==> src/common/sdpsq_pkg.sv <==
// Constants, register map and state encoding of the SD slot pin and power sequencer.
// =====================================================================
package sdpsq_pkg;

    // =================================================================
    // Register map (byte addresses).
    localparam logic [11:0] SDPSQ_CTRL_OFF   = 12'h000;
    localparam logic [11:0] SDPSQ_CFG_OFF    = 12'h004;
    localparam logic [11:0] SDPSQ_STATUS_OFF = 12'h008;

    // Control bits (write one to request).
    localparam int SDPSQ_CTRL_INSERT_BIT = 0;
    localparam int SDPSQ_CTRL_REMOVE_BIT = 1;
    localparam int SDPSQ_CTRL_OPEN_BIT   = 2;
    localparam int SDPSQ_CTRL_END_BIT    = 3;

    // Configuration fields.
    localparam int SDPSQ_CFG_POL_BIT     = 0;
    localparam int SDPSQ_CFG_WAIT_LSB    = 8;
    localparam int SDPSQ_WAIT_W          = 16;
    localparam logic       SDPSQ_POL_RST  = 1'b1;
    localparam logic [15:0] SDPSQ_WAIT_RST = 16'h0064;

    // Status fields.
    localparam int SDPSQ_STAT_STATE_LSB  = 0;
    localparam int SDPSQ_STAT_OPEN_BIT   = 4;
    localparam int SDPSQ_STAT_READY_BIT  = 5;
    localparam int SDPSQ_STAT_PWR_BIT    = 6;
    localparam int SDPSQ_STAT_BUSY_BIT   = 7;

    // Timing: one wait unit is 1 ms at a 40 ns clock.
    localparam int SDPSQ_UNIT_US     = 1000;
    localparam int SDPSQ_CLK_NS      = 40;
    localparam int SDPSQ_UNIT_CYCLES = (SDPSQ_UNIT_US * 1000) / SDPSQ_CLK_NS;

    // Pin mux selections.
    localparam logic SDPSQ_MODE_GPIO  = 1'b0;
    localparam logic SDPSQ_MODE_PERIPH = 1'b1;

    typedef enum logic [3:0] {
        SDPSQ_IDLE    = 4'b0000,
        SDPSQ_INS1    = 4'b0001,
        SDPSQ_INS2    = 4'b0011,
        SDPSQ_INS3    = 4'b0010,
        SDPSQ_INSWAIT = 4'b0110,
        SDPSQ_INS4    = 4'b0111,
        SDPSQ_ACTIVE  = 4'b0101,
        SDPSQ_REM1    = 4'b0100,
        SDPSQ_REM2    = 4'b1100,
        SDPSQ_REMWAIT = 4'b1101,
        SDPSQ_REM3    = 4'b1111
    } sdpsq_state_t;

endpackage

==> src/core/sdpsq_sequencer.sv <==
// SD card slot pin function and power sequencer with an APB register port.
//
// Our own choices: the address map and register access over APB.
`timescale 1ns/1ps
module sdpsq_sequencer #(
    parameter int UNIT_CYCLES = sdpsq_pkg::SDPSQ_UNIT_CYCLES,
    parameter int DATA_LINES  = 4
) (
    input  wire logic                  pclk,
    input  wire logic                  presetn,
    input  wire logic                  ce,
    input  wire logic                  psel,
    input  wire logic                  penable,
    input  wire logic                  pwrite,
    input  wire logic [11:0]           paddr,
    input  wire logic [31:0]           pwdata,
    output logic                       pready,
    output logic                       pslverr,
    output logic [31:0]                prdata,
    input  wire logic                  card_present,
    output logic                       detect_mode,
    output logic                       detect_dir_out,
    output logic                       detect_mux_en,
    output logic                       detect_pullup_en,
    output logic                       cardio_mode,
    output logic                       cardio_mux_en,
    output logic                       cardio_pullup_en,
    output logic                       cardio_high_drive,
    output logic [DATA_LINES+1:0]      cardio_dir_out,
    output logic [DATA_LINES+1:0]      cardio_level,
    output logic                       power_pin_mode,
    output logic                       power_pin_dir_out,
    output logic                       power_pin_pullup_en,
    output logic                       power_pin_level,
    output logic                       card_cmd_ok
);
    import sdpsq_pkg::*;

    localparam int NL = DATA_LINES + 2;

    // =================================================================
    // APB slave: one wait state, unmapped addresses answer pslverr.
    logic                    apb_acc;
    logic                    wr_ctrl;
    logic                    wr_cfg;
    logic                    pol_r;
    logic                    pol_nxt;
    logic [SDPSQ_WAIT_W-1:0] wait_r;
    logic [SDPSQ_WAIT_W-1:0] wait_nxt;
    logic                    opened_r;
    logic                    opened_nxt;
    logic                    ins_req_r;
    logic                    ins_req_nxt;
    logic                    rem_req_r;
    logic                    rem_req_nxt;
    logic                    pready_r;
    logic                    pslverr_r;
    logic [31:0]             prdata_r;
    logic                    pslverr_nxt;
    logic [31:0]             prdata_nxt;

    sdpsq_state_t st_r;
    sdpsq_state_t st_nxt;

    function automatic logic addr_hit(input logic [11:0] a, input logic [11:0] off);
        addr_hit = (a == off);
    endfunction

    assign apb_acc = psel && penable && !pready_r;
    assign wr_ctrl = apb_acc && pwrite && addr_hit(paddr, SDPSQ_CTRL_OFF);
    assign wr_cfg  = apb_acc && pwrite && addr_hit(paddr, SDPSQ_CFG_OFF);

    // Power is considered on from the moment the level is switched until removal turns it off.
    function automatic logic power_on_state(input sdpsq_state_t s);
        power_on_state = (s == SDPSQ_INS3) || (s == SDPSQ_INSWAIT) || (s == SDPSQ_INS4) ||
                         (s == SDPSQ_ACTIVE) || (s == SDPSQ_REM1);
    endfunction

    always_comb begin
        pol_nxt     = pol_r;
        wait_nxt    = wait_r;
        opened_nxt  = opened_r;
        ins_req_nxt = ins_req_r;
        rem_req_nxt = rem_req_r;
        pslverr_nxt = 1'b0;
        prdata_nxt  = 32'h0000_0000;
        if (wr_cfg && st_r == SDPSQ_IDLE) begin
            pol_nxt  = pwdata[SDPSQ_CFG_POL_BIT];
            wait_nxt = pwdata[SDPSQ_CFG_WAIT_LSB +: SDPSQ_WAIT_W];
        end
        if (wr_ctrl) begin
            if (pwdata[SDPSQ_CTRL_OPEN_BIT] && st_r == SDPSQ_IDLE) begin
                opened_nxt = 1'b1;
            end
            if (pwdata[SDPSQ_CTRL_END_BIT] && st_r == SDPSQ_ACTIVE) begin
                opened_nxt = 1'b0;
            end
            if (pwdata[SDPSQ_CTRL_INSERT_BIT]) begin
                ins_req_nxt = 1'b1;
            end
            if (pwdata[SDPSQ_CTRL_REMOVE_BIT]) begin
                rem_req_nxt = 1'b1;
            end
        end
        // Requests are consumed when the sequencer accepts them; acceptance wins here.
        if (st_r == SDPSQ_IDLE && st_nxt == SDPSQ_INS1) begin
            ins_req_nxt = 1'b0;
        end
        if (st_r != SDPSQ_ACTIVE || st_nxt == SDPSQ_REM1) begin
            rem_req_nxt = 1'b0;
        end
        if (st_r != SDPSQ_IDLE) begin
            ins_req_nxt = (st_r == SDPSQ_IDLE) ? ins_req_nxt : 1'b0;
        end
        if (apb_acc) begin
            if (addr_hit(paddr, SDPSQ_CTRL_OFF)) begin
                prdata_nxt = 32'h0000_0000;
            end else if (addr_hit(paddr, SDPSQ_CFG_OFF)) begin
                prdata_nxt[SDPSQ_CFG_POL_BIT] = pol_r;
                prdata_nxt[SDPSQ_CFG_WAIT_LSB +: SDPSQ_WAIT_W] = wait_r;
            end else if (addr_hit(paddr, SDPSQ_STATUS_OFF)) begin
                prdata_nxt[SDPSQ_STAT_STATE_LSB +: 4] = st_r;
                prdata_nxt[SDPSQ_STAT_OPEN_BIT]  = opened_r;
                prdata_nxt[SDPSQ_STAT_READY_BIT] = (st_r == SDPSQ_ACTIVE);
                prdata_nxt[SDPSQ_STAT_PWR_BIT]   = power_on_state(st_r);
                prdata_nxt[SDPSQ_STAT_BUSY_BIT]  = (st_r != SDPSQ_IDLE) &&
                                                   (st_r != SDPSQ_ACTIVE);
            end else begin
                pslverr_nxt = 1'b1;
            end
        end
    end

    // =================================================================
    // Sequencer: one pin control step per state, each applied for one cycle at least.
    logic wait_start;
    logic wait_done;

    always_comb begin
        st_nxt     = st_r;
        wait_start = 1'b0;
        case (st_r)
            SDPSQ_IDLE: begin
                if (ins_req_r && opened_r && card_present) begin
                    st_nxt = SDPSQ_INS1;
                end
            end
            SDPSQ_INS1: begin
                st_nxt = SDPSQ_INS2;
            end
            SDPSQ_INS2: begin
                st_nxt = SDPSQ_INS3;
            end
            SDPSQ_INS3: begin
                wait_start = 1'b1;
                st_nxt     = SDPSQ_INSWAIT;
            end
            SDPSQ_INSWAIT: begin
                if (!card_present) begin
                    st_nxt = SDPSQ_REM1;
                end else if (wait_done) begin
                    st_nxt = SDPSQ_INS4;
                end
            end
            SDPSQ_INS4: begin
                st_nxt = SDPSQ_ACTIVE;
            end
            SDPSQ_ACTIVE: begin
                if (!card_present) begin
                    st_nxt = SDPSQ_REM1;
                end else if (rem_req_r && !opened_r) begin
                    st_nxt = SDPSQ_REM1;
                end
            end
            SDPSQ_REM1: begin
                st_nxt = SDPSQ_REM2;
            end
            SDPSQ_REM2: begin
                wait_start = 1'b1;
                st_nxt     = SDPSQ_REMWAIT;
            end
            SDPSQ_REMWAIT: begin
                if (wait_done) begin
                    st_nxt = SDPSQ_REM3;
                end
            end
            SDPSQ_REM3: begin
                st_nxt = SDPSQ_IDLE;
            end
            default: begin
                st_nxt = SDPSQ_IDLE;
            end
        endcase
    end

    sdpsq_wait_timer #(
        .UNIT_CYCLES (UNIT_CYCLES)
    ) u_wait (
        .pclk    (pclk),
        .presetn (presetn),
        .ce      (ce),
        .start   (wait_start),
        .units   (wait_r),
        .done    (wait_done)
    );

    // =================================================================
    // Pin settings derived from the next state so outputs stay registered.
    logic            det_mode_nxt;
    logic            det_mux_nxt;
    logic            io_mode_nxt;
    logic            io_mux_nxt;
    logic            pwr_mode_nxt;
    logic            pwr_dir_nxt;
    logic            pwr_lvl_nxt;
    logic            cmd_ok_nxt;
    logic            det_mode_r;
    logic            det_mux_r;
    logic            io_mode_r;
    logic            io_mux_r;
    logic            pwr_mode_r;
    logic            pwr_dir_r;
    logic            pwr_lvl_r;
    logic            cmd_ok_r;

    always_comb begin
        det_mode_nxt = SDPSQ_MODE_GPIO;
        det_mux_nxt  = 1'b0;
        io_mode_nxt  = SDPSQ_MODE_GPIO;
        io_mux_nxt   = 1'b0;
        pwr_mode_nxt = pwr_mode_r;
        pwr_dir_nxt  = pwr_dir_r;
        pwr_lvl_nxt  = ~pol_r;
        cmd_ok_nxt   = 1'b0;
        case (st_nxt)
            SDPSQ_INS1, SDPSQ_INS2, SDPSQ_INS3, SDPSQ_INSWAIT, SDPSQ_REM1, SDPSQ_REM2,
            SDPSQ_REMWAIT: begin
                det_mode_nxt = SDPSQ_MODE_PERIPH;
                det_mux_nxt  = 1'b1;
            end
            SDPSQ_INS4, SDPSQ_ACTIVE: begin
                det_mode_nxt = SDPSQ_MODE_PERIPH;
                det_mux_nxt  = 1'b1;
                io_mode_nxt  = SDPSQ_MODE_PERIPH;
                io_mux_nxt   = 1'b1;
                cmd_ok_nxt   = (st_nxt == SDPSQ_ACTIVE);
            end
            default: begin
                det_mode_nxt = SDPSQ_MODE_GPIO;
                det_mux_nxt  = 1'b0;
            end
        endcase
        if (st_nxt == SDPSQ_INS2) begin
            pwr_mode_nxt = SDPSQ_MODE_GPIO;
            pwr_dir_nxt  = 1'b1;
        end
        if (power_on_state(st_nxt)) begin
            pwr_lvl_nxt = pol_r;
        end else begin
            pwr_lvl_nxt = ~pol_r;
        end
    end

    always_ff @(posedge pclk or negedge presetn) begin
        if (!presetn) begin
            st_r       <= SDPSQ_IDLE;
            pol_r      <= SDPSQ_POL_RST;
            wait_r     <= SDPSQ_WAIT_RST;
            opened_r   <= 1'b0;
            ins_req_r  <= 1'b0;
            rem_req_r  <= 1'b0;
            pready_r   <= 1'b0;
            pslverr_r  <= 1'b0;
            prdata_r   <= 32'h0000_0000;
            det_mode_r <= SDPSQ_MODE_GPIO;
            det_mux_r  <= 1'b0;
            io_mode_r  <= SDPSQ_MODE_GPIO;
            io_mux_r   <= 1'b0;
            pwr_mode_r <= SDPSQ_MODE_GPIO;
            pwr_dir_r  <= 1'b0;
            pwr_lvl_r  <= ~SDPSQ_POL_RST;
            cmd_ok_r   <= 1'b0;
        end else if (ce) begin
            st_r       <= st_nxt;
            pol_r      <= pol_nxt;
            wait_r     <= wait_nxt;
            opened_r   <= opened_nxt;
            ins_req_r  <= ins_req_nxt;
            rem_req_r  <= rem_req_nxt;
            pready_r   <= apb_acc;
            pslverr_r  <= pslverr_nxt;
            prdata_r   <= prdata_nxt;
            det_mode_r <= det_mode_nxt;
            det_mux_r  <= det_mux_nxt;
            io_mode_r  <= io_mode_nxt;
            io_mux_r   <= io_mux_nxt;
            pwr_mode_r <= pwr_mode_nxt;
            pwr_dir_r  <= pwr_dir_nxt;
            pwr_lvl_r  <= pwr_lvl_nxt;
            cmd_ok_r   <= cmd_ok_nxt;
        end
    end

    // =================================================================
    // Output mapping; static settings are constants and come from no logic.
    assign pready              = pready_r;
    assign pslverr             = pslverr_r;
    assign prdata              = prdata_r;
    assign detect_mode         = det_mode_r;
    assign detect_mux_en       = det_mux_r;
    assign detect_dir_out      = 1'b0;
    assign detect_pullup_en    = 1'b0;
    assign cardio_mode         = io_mode_r;
    assign cardio_mux_en       = io_mux_r;
    assign cardio_pullup_en    = 1'b0;
    assign cardio_high_drive   = 1'b1;
    assign cardio_dir_out      = {NL{1'b1}};
    assign cardio_level        = {NL{1'b0}};
    assign power_pin_mode      = pwr_mode_r;
    assign power_pin_dir_out   = pwr_dir_r;
    assign power_pin_pullup_en = 1'b0;
    assign power_pin_level     = pwr_lvl_r;
    assign card_cmd_ok         = cmd_ok_r;

endmodule

==> src/core/sdpsq_wait_timer.sv <==
// Millisecond wait timer used for supply settling after a power change.
`timescale 1ns/1ps
module sdpsq_wait_timer #(
    parameter int UNIT_CYCLES = sdpsq_pkg::SDPSQ_UNIT_CYCLES
) (
    input  wire logic                            pclk,
    input  wire logic                            presetn,
    input  wire logic                            ce,
    input  wire logic                            start,
    input  wire logic [sdpsq_pkg::SDPSQ_WAIT_W-1:0] units,
    output logic                                 done
);
    import sdpsq_pkg::*;

    localparam int PW = $clog2(UNIT_CYCLES + 1);

    logic [PW-1:0]           pre_r;
    logic [PW-1:0]           pre_nxt;
    logic [SDPSQ_WAIT_W-1:0] cnt_r;
    logic [SDPSQ_WAIT_W-1:0] cnt_nxt;
    logic                    run_r;
    logic                    run_nxt;
    logic                    done_r;
    logic                    done_nxt;

    // =================================================================
    // Counts units of UNIT_CYCLES; a zero count finishes after one cycle.
    always_comb begin
        pre_nxt  = pre_r;
        cnt_nxt  = cnt_r;
        run_nxt  = run_r;
        done_nxt = 1'b0;
        if (start) begin
            pre_nxt = PW'(UNIT_CYCLES - 1);
            cnt_nxt = units;
            run_nxt = 1'b1;
        end else if (run_r) begin
            if (cnt_r == '0) begin
                run_nxt  = 1'b0;
                done_nxt = 1'b1;
            end else if (pre_r == '0) begin
                pre_nxt = PW'(UNIT_CYCLES - 1);
                cnt_nxt = cnt_r - 1'b1;
            end else begin
                pre_nxt = pre_r - 1'b1;
            end
        end
    end

    always_ff @(posedge pclk or negedge presetn) begin
        if (!presetn) begin
            pre_r  <= '0;
            cnt_r  <= '0;
            run_r  <= 1'b0;
            done_r <= 1'b0;
        end else if (ce) begin
            pre_r  <= pre_nxt;
            cnt_r  <= cnt_nxt;
            run_r  <= run_nxt;
            done_r <= done_nxt;
        end
    end

    assign done = done_r;

endmodule

==> config.mk <==
export PLATFORM = sky130hd
export DESIGN_NAME = sdpsq_sequencer
export DESIGN_NICKNAME = d
export VERILOG_FILES = /design/src/common/sdpsq_pkg.sv /design/src/core/sdpsq_sequencer.sv /design/src/core/sdpsq_wait_timer.sv
export SDC_FILE = /design/constraint.sdc
export NUM_CORES = 1
export LEC_CHECK = 0
export BUFFER_PORTS_ARGS = -buffer_cell sky130_fd_sc_hd__buf_2
export CORE_MARGIN = 10
export CORE_UTILIZATION = 43
export CTS_CLUSTER_DIAMETER = 60
export DETAILED_ROUTE_END_ITERATION = 12
export HOLD_SLACK_MARGIN = 0.03
export PLACE_DENSITY = 0.66
export SLEW_MARGIN = 10
export SYNTH_ARGS = -nofsm -noshare
export SYNTH_HDL_FRONTEND = slang
export SYNTH_HIERARCHICAL = 1
export SYNTH_SLANG_ARGS = --single-unit
==> constraint.sdc <==
create_clock -name pclk -period 3.1 [get_ports pclk]
set_input_delay 0.775 -clock pclk [delete_from_list [all_inputs] [get_ports pclk]]
set_output_delay 0.775 -clock pclk [all_outputs]
set_load 0.05 [all_outputs]
==> impl_metrics.tcl <==
set metrics [dict create \
    status "complete, no violations" \
    nets 567 \
    dieArea_um2 15200 \
    irDropWorstVdd_mv 0.247 \
    synth_top_cells_by_area "dfrtp_1, a22o_1, buf_4, mux2_4, o21ai_0" \
    power_frac_comb 0.376 \
    cts_tree "yes" \
    critPathMaxFanout 13 \
    rows 37 \
    first_global_vias 3505 \
    syn_to_final_growth_pct 14.0 \
    insertion_delay_ps 360 \
    antennaDiodeCount 0 \
    fp.dieW_um 123 \
    fillers 945 \
    routedWlPerCell_um 16.6 \
    routabilityCongestion 0.837 \
    fmax_mhz 367 \
    clock_path_buffers 2 \
    synth-seq-cells 88 \
    finalSetupViolCount 0 \
    r2r_slack_ps 370 \
    critPathLaunchType "register" \
    crit_type "register to register" \
    avgSynthCellArea_um2 10.5 \
    sw_frac_of_total 0.410 \
    synth_top_cells_by_count "dfrtp_1, nor2_1, buf_4" \
    synth_edf_count 0 \
    numCtsBuffers 9 \
    synth_top_area_cell "dfrtp_1" \
    crit_arrival_ps 3020 \
    start_util 0.444 \
    switchingPower_w 0.00154 \
    finalPower_w 0.00376 \
    yosysSeqAreaShare 0.480 \
    antenna_left 0 \
    via_per_inst 5.58 \
    grt_use_total 0.141 \
    port_buffers 71 \
    critPathRequiredTime_ps 3400 \
    ys.flop_type "dfrtp_1" \
    grt_pass1_wl_mm 17.5 \
    slowest_stage "or4_1" \
    post_cts_resized 0 \
    async_flop_share 1.00 \
    reg2reg_from "st_r[1]$_DFFE_PN0P_" \
    die_h_um 123 \
    path_buf_inv 3 \
    drt_iter0_markers 263 \
    final_core_util 0.506 \
    grt_setup_unrepaired "false" \
    pwr_density_cell_nw_per_um2 718 \
    synth.most_common_cell "dfrtp_1" \
    timing.final.crit_share 0.880 \
    final_layout_size_suffix_gt1_frac 0.270 \
    hpwl_mm 8.10 \
    clockRootBuffer "clkbuf_8" \
    clock-sinks 88 \
    cp_cell_sequence "buf_4 > nand2b_1 > mux2_2 > nor2_2 > buf_4 > a41o_1 > nand3_1 > buf_4 > or4_1 > nand3_1" \
    power.clock.fraction 0.215 \
    fin_crit_ps 2730 \
    ys_warn_count 6 \
    drt-total-wl_mm 10.9 \
    regArea_um2 2210 \
    finalNonFillerCells 654 \
    p_leak_nw 2.45 \
    antenna_found_initial 0 \
    worstHoldPathType "input pin to asynchronous set/reset pin" \
    drtPass1Iterations 5 \
    cts_setup_buffers 0 \
    fin_hold_ws_ps 416 \
    startpoint "st_r[1]$_DFFE_PN0P_" \
    crit_path_end_kind "register" \
    grt_max_degree 48 \
    finalMaxSlewViolations 0 \
    cts_hold_buf 0 \
    syn_inst 439 \
    cp_top_family "simple AND/OR/NAND/NOR gates" \
    synth_cell_types 73 \
    gr-total-overflow 0 \
    drc 0 \
    cts.clk_slew.worst_paths_ps 90 \
    tightest_slew_ps 780 \
    htree_levels 3 \
    vias 3652 \
    core-area_um2 10400 \
    ios 110 \
    max-cap-violations 0 \
    synth_area_um2 4600 \
    multi_input_area_um2 2110 \
    yosysTopAreaCellShare 0.457 \
    hold_viol 0 \
    tns_ps 0 \
    power_frac_seq 0.409 \
    clock_skew_ps 8.90 \
    crit_top_cell "buf_4" \
    slowest_delay_ps 470 \
    p_int_w 0.00222 \
    slew_headroom 0.475 \
    dp_cells 638 \
]
cell families after synthesis:
kind of cell | count (synthesis) | share of synthesized area
AO/OA/AOI/OAI | 118 | 0.182
XOR/XNOR | 4 | 0.00762
adder cells (fa/ha/maj) | 3 | 0.00816
buffers and inverters | 64 | 0.0816
flip-flops | 88 | 0.480
multiplexers | 21 | 0.0579
other | 2 | 0.00163
AND/OR/NAND/NOR | 139 | 0.181
flip-flops by register name (all words and copies together) (netlist names), 4 cells and up:
name / flops
wait_r: 16
st_r: 4
u_wait/cnt_r: 16
prdata: 24
u_wait/pre_r: 15
path summary, 6_finish.rpt:
path | to | cells past startpoint
max | u_wait/cnt_r[7]$_DFFE_PN0P_ | 10
min | prdata[3]$_DFFE_PN0P_ | 1
max reg2reg | u_wait/cnt_r[7]$_DFFE_PN0P_ | 10
min reg2reg | power_pin_dir_out$_DFFE_PN0P_ | 2
max in group asynchronous | wait_r[5]$_DFFE_PN1P_ | 2
min in group pclk | power_pin_dir_out$_DFFE_PN0P_ | 2
cell type report:
type                            count  area share
Sequential cell                    88       0.421
Multi-Input combinational cell    311       0.402
Timing Repair Buffer               88      0.0949
Tap cell                          136      0.0324
Clock buffer                        9      0.0236
Clock inverter                      7      0.0153
Inverter                           15      0.0107
routing by layer:
layer | track usage | share of wire | vias to the layer above | wire length [um]
li1 | - | - | 1736 | -
met2 | 0.224 | 0.46 | 103 | 4990
met3 | 0.0314 | 0.077 | 11 | 840
met1 | 0.182 | 0.45 | 1802 | 4910
met4 | 0.0575 | 0.014 | 0 | 147
met5 | 0 | 0 | - | 0
worst register-to-register path, cell delays in order, from the launching register on:
cell	delay (ps)
dfrtp_1	390
buf_4	170
nand2b_1	80
mux2_2	280
nor2_2	360
buf_4	230
a41o_1	130
nand3_1	210
buf_4	250
or4_1	480
nand3_1	90
power groups by stage:
| stage | clock (W) | sequential, W | combinational (W) |
|---|---|---|---|
| final | 0.000808 | 0.00154 | 0.00142 |
| after global routing | 0.000880 | 0.00158 | 0.00158 |
| after CTS | 0.000830 | 0.00154 | 0.00142 |
| after detailed placement | 0 | 0.00156 | 0.00141 |
| after global placement | 0 | 0.00155 | 0.00138 |
| after floorplan | 0 | 0.00158 | 0.00103 |
layout by cell type, fill, tap and decap left out, types with 4 or more instances in the layout:
master | netlist | layout
a21o_1 | 4 | 4
nor4_1 | 10 | 10
mux2_4 | 9 | 9
nand2_1 | 23 | 23
o21ai_0 | 26 | 26
buf_2 | 5 | 70
nor2_1 | 32 | 31
buf_4 | 28 | 17
clkbuf_8 | 0 | 9
a22o_1 | 25 | 25
nand3_1 | 10 | 10
nand4_1 | 7 | 7
conb_1 | 2 | 26
or3_1 | 7 | 7
a21oi_1 | 15 | 15
dfrtp_1 | 84 | 84
inv_1 | 13 | 13
a32oi_1 | 4 | 4
nor3_1 | 11 | 11
nand2b_1 | 5 | 5
mux2_2 | 8 | 8
a31oi_1 | 9 | 9
dfstp_2 | 4 | 4
o21a_1 | 4 | 4
stage by stage:
stage                     worst slack, ps  instance area (um^2)
final                                 372                  5250
after global routing                  114                  5250
after CTS                             421                  5250
after detailed placement              443                  5040
after global placement                471                  5040
after floorplan                       677                  4690
Note: power is estimated with default switching activity, not from simulation.
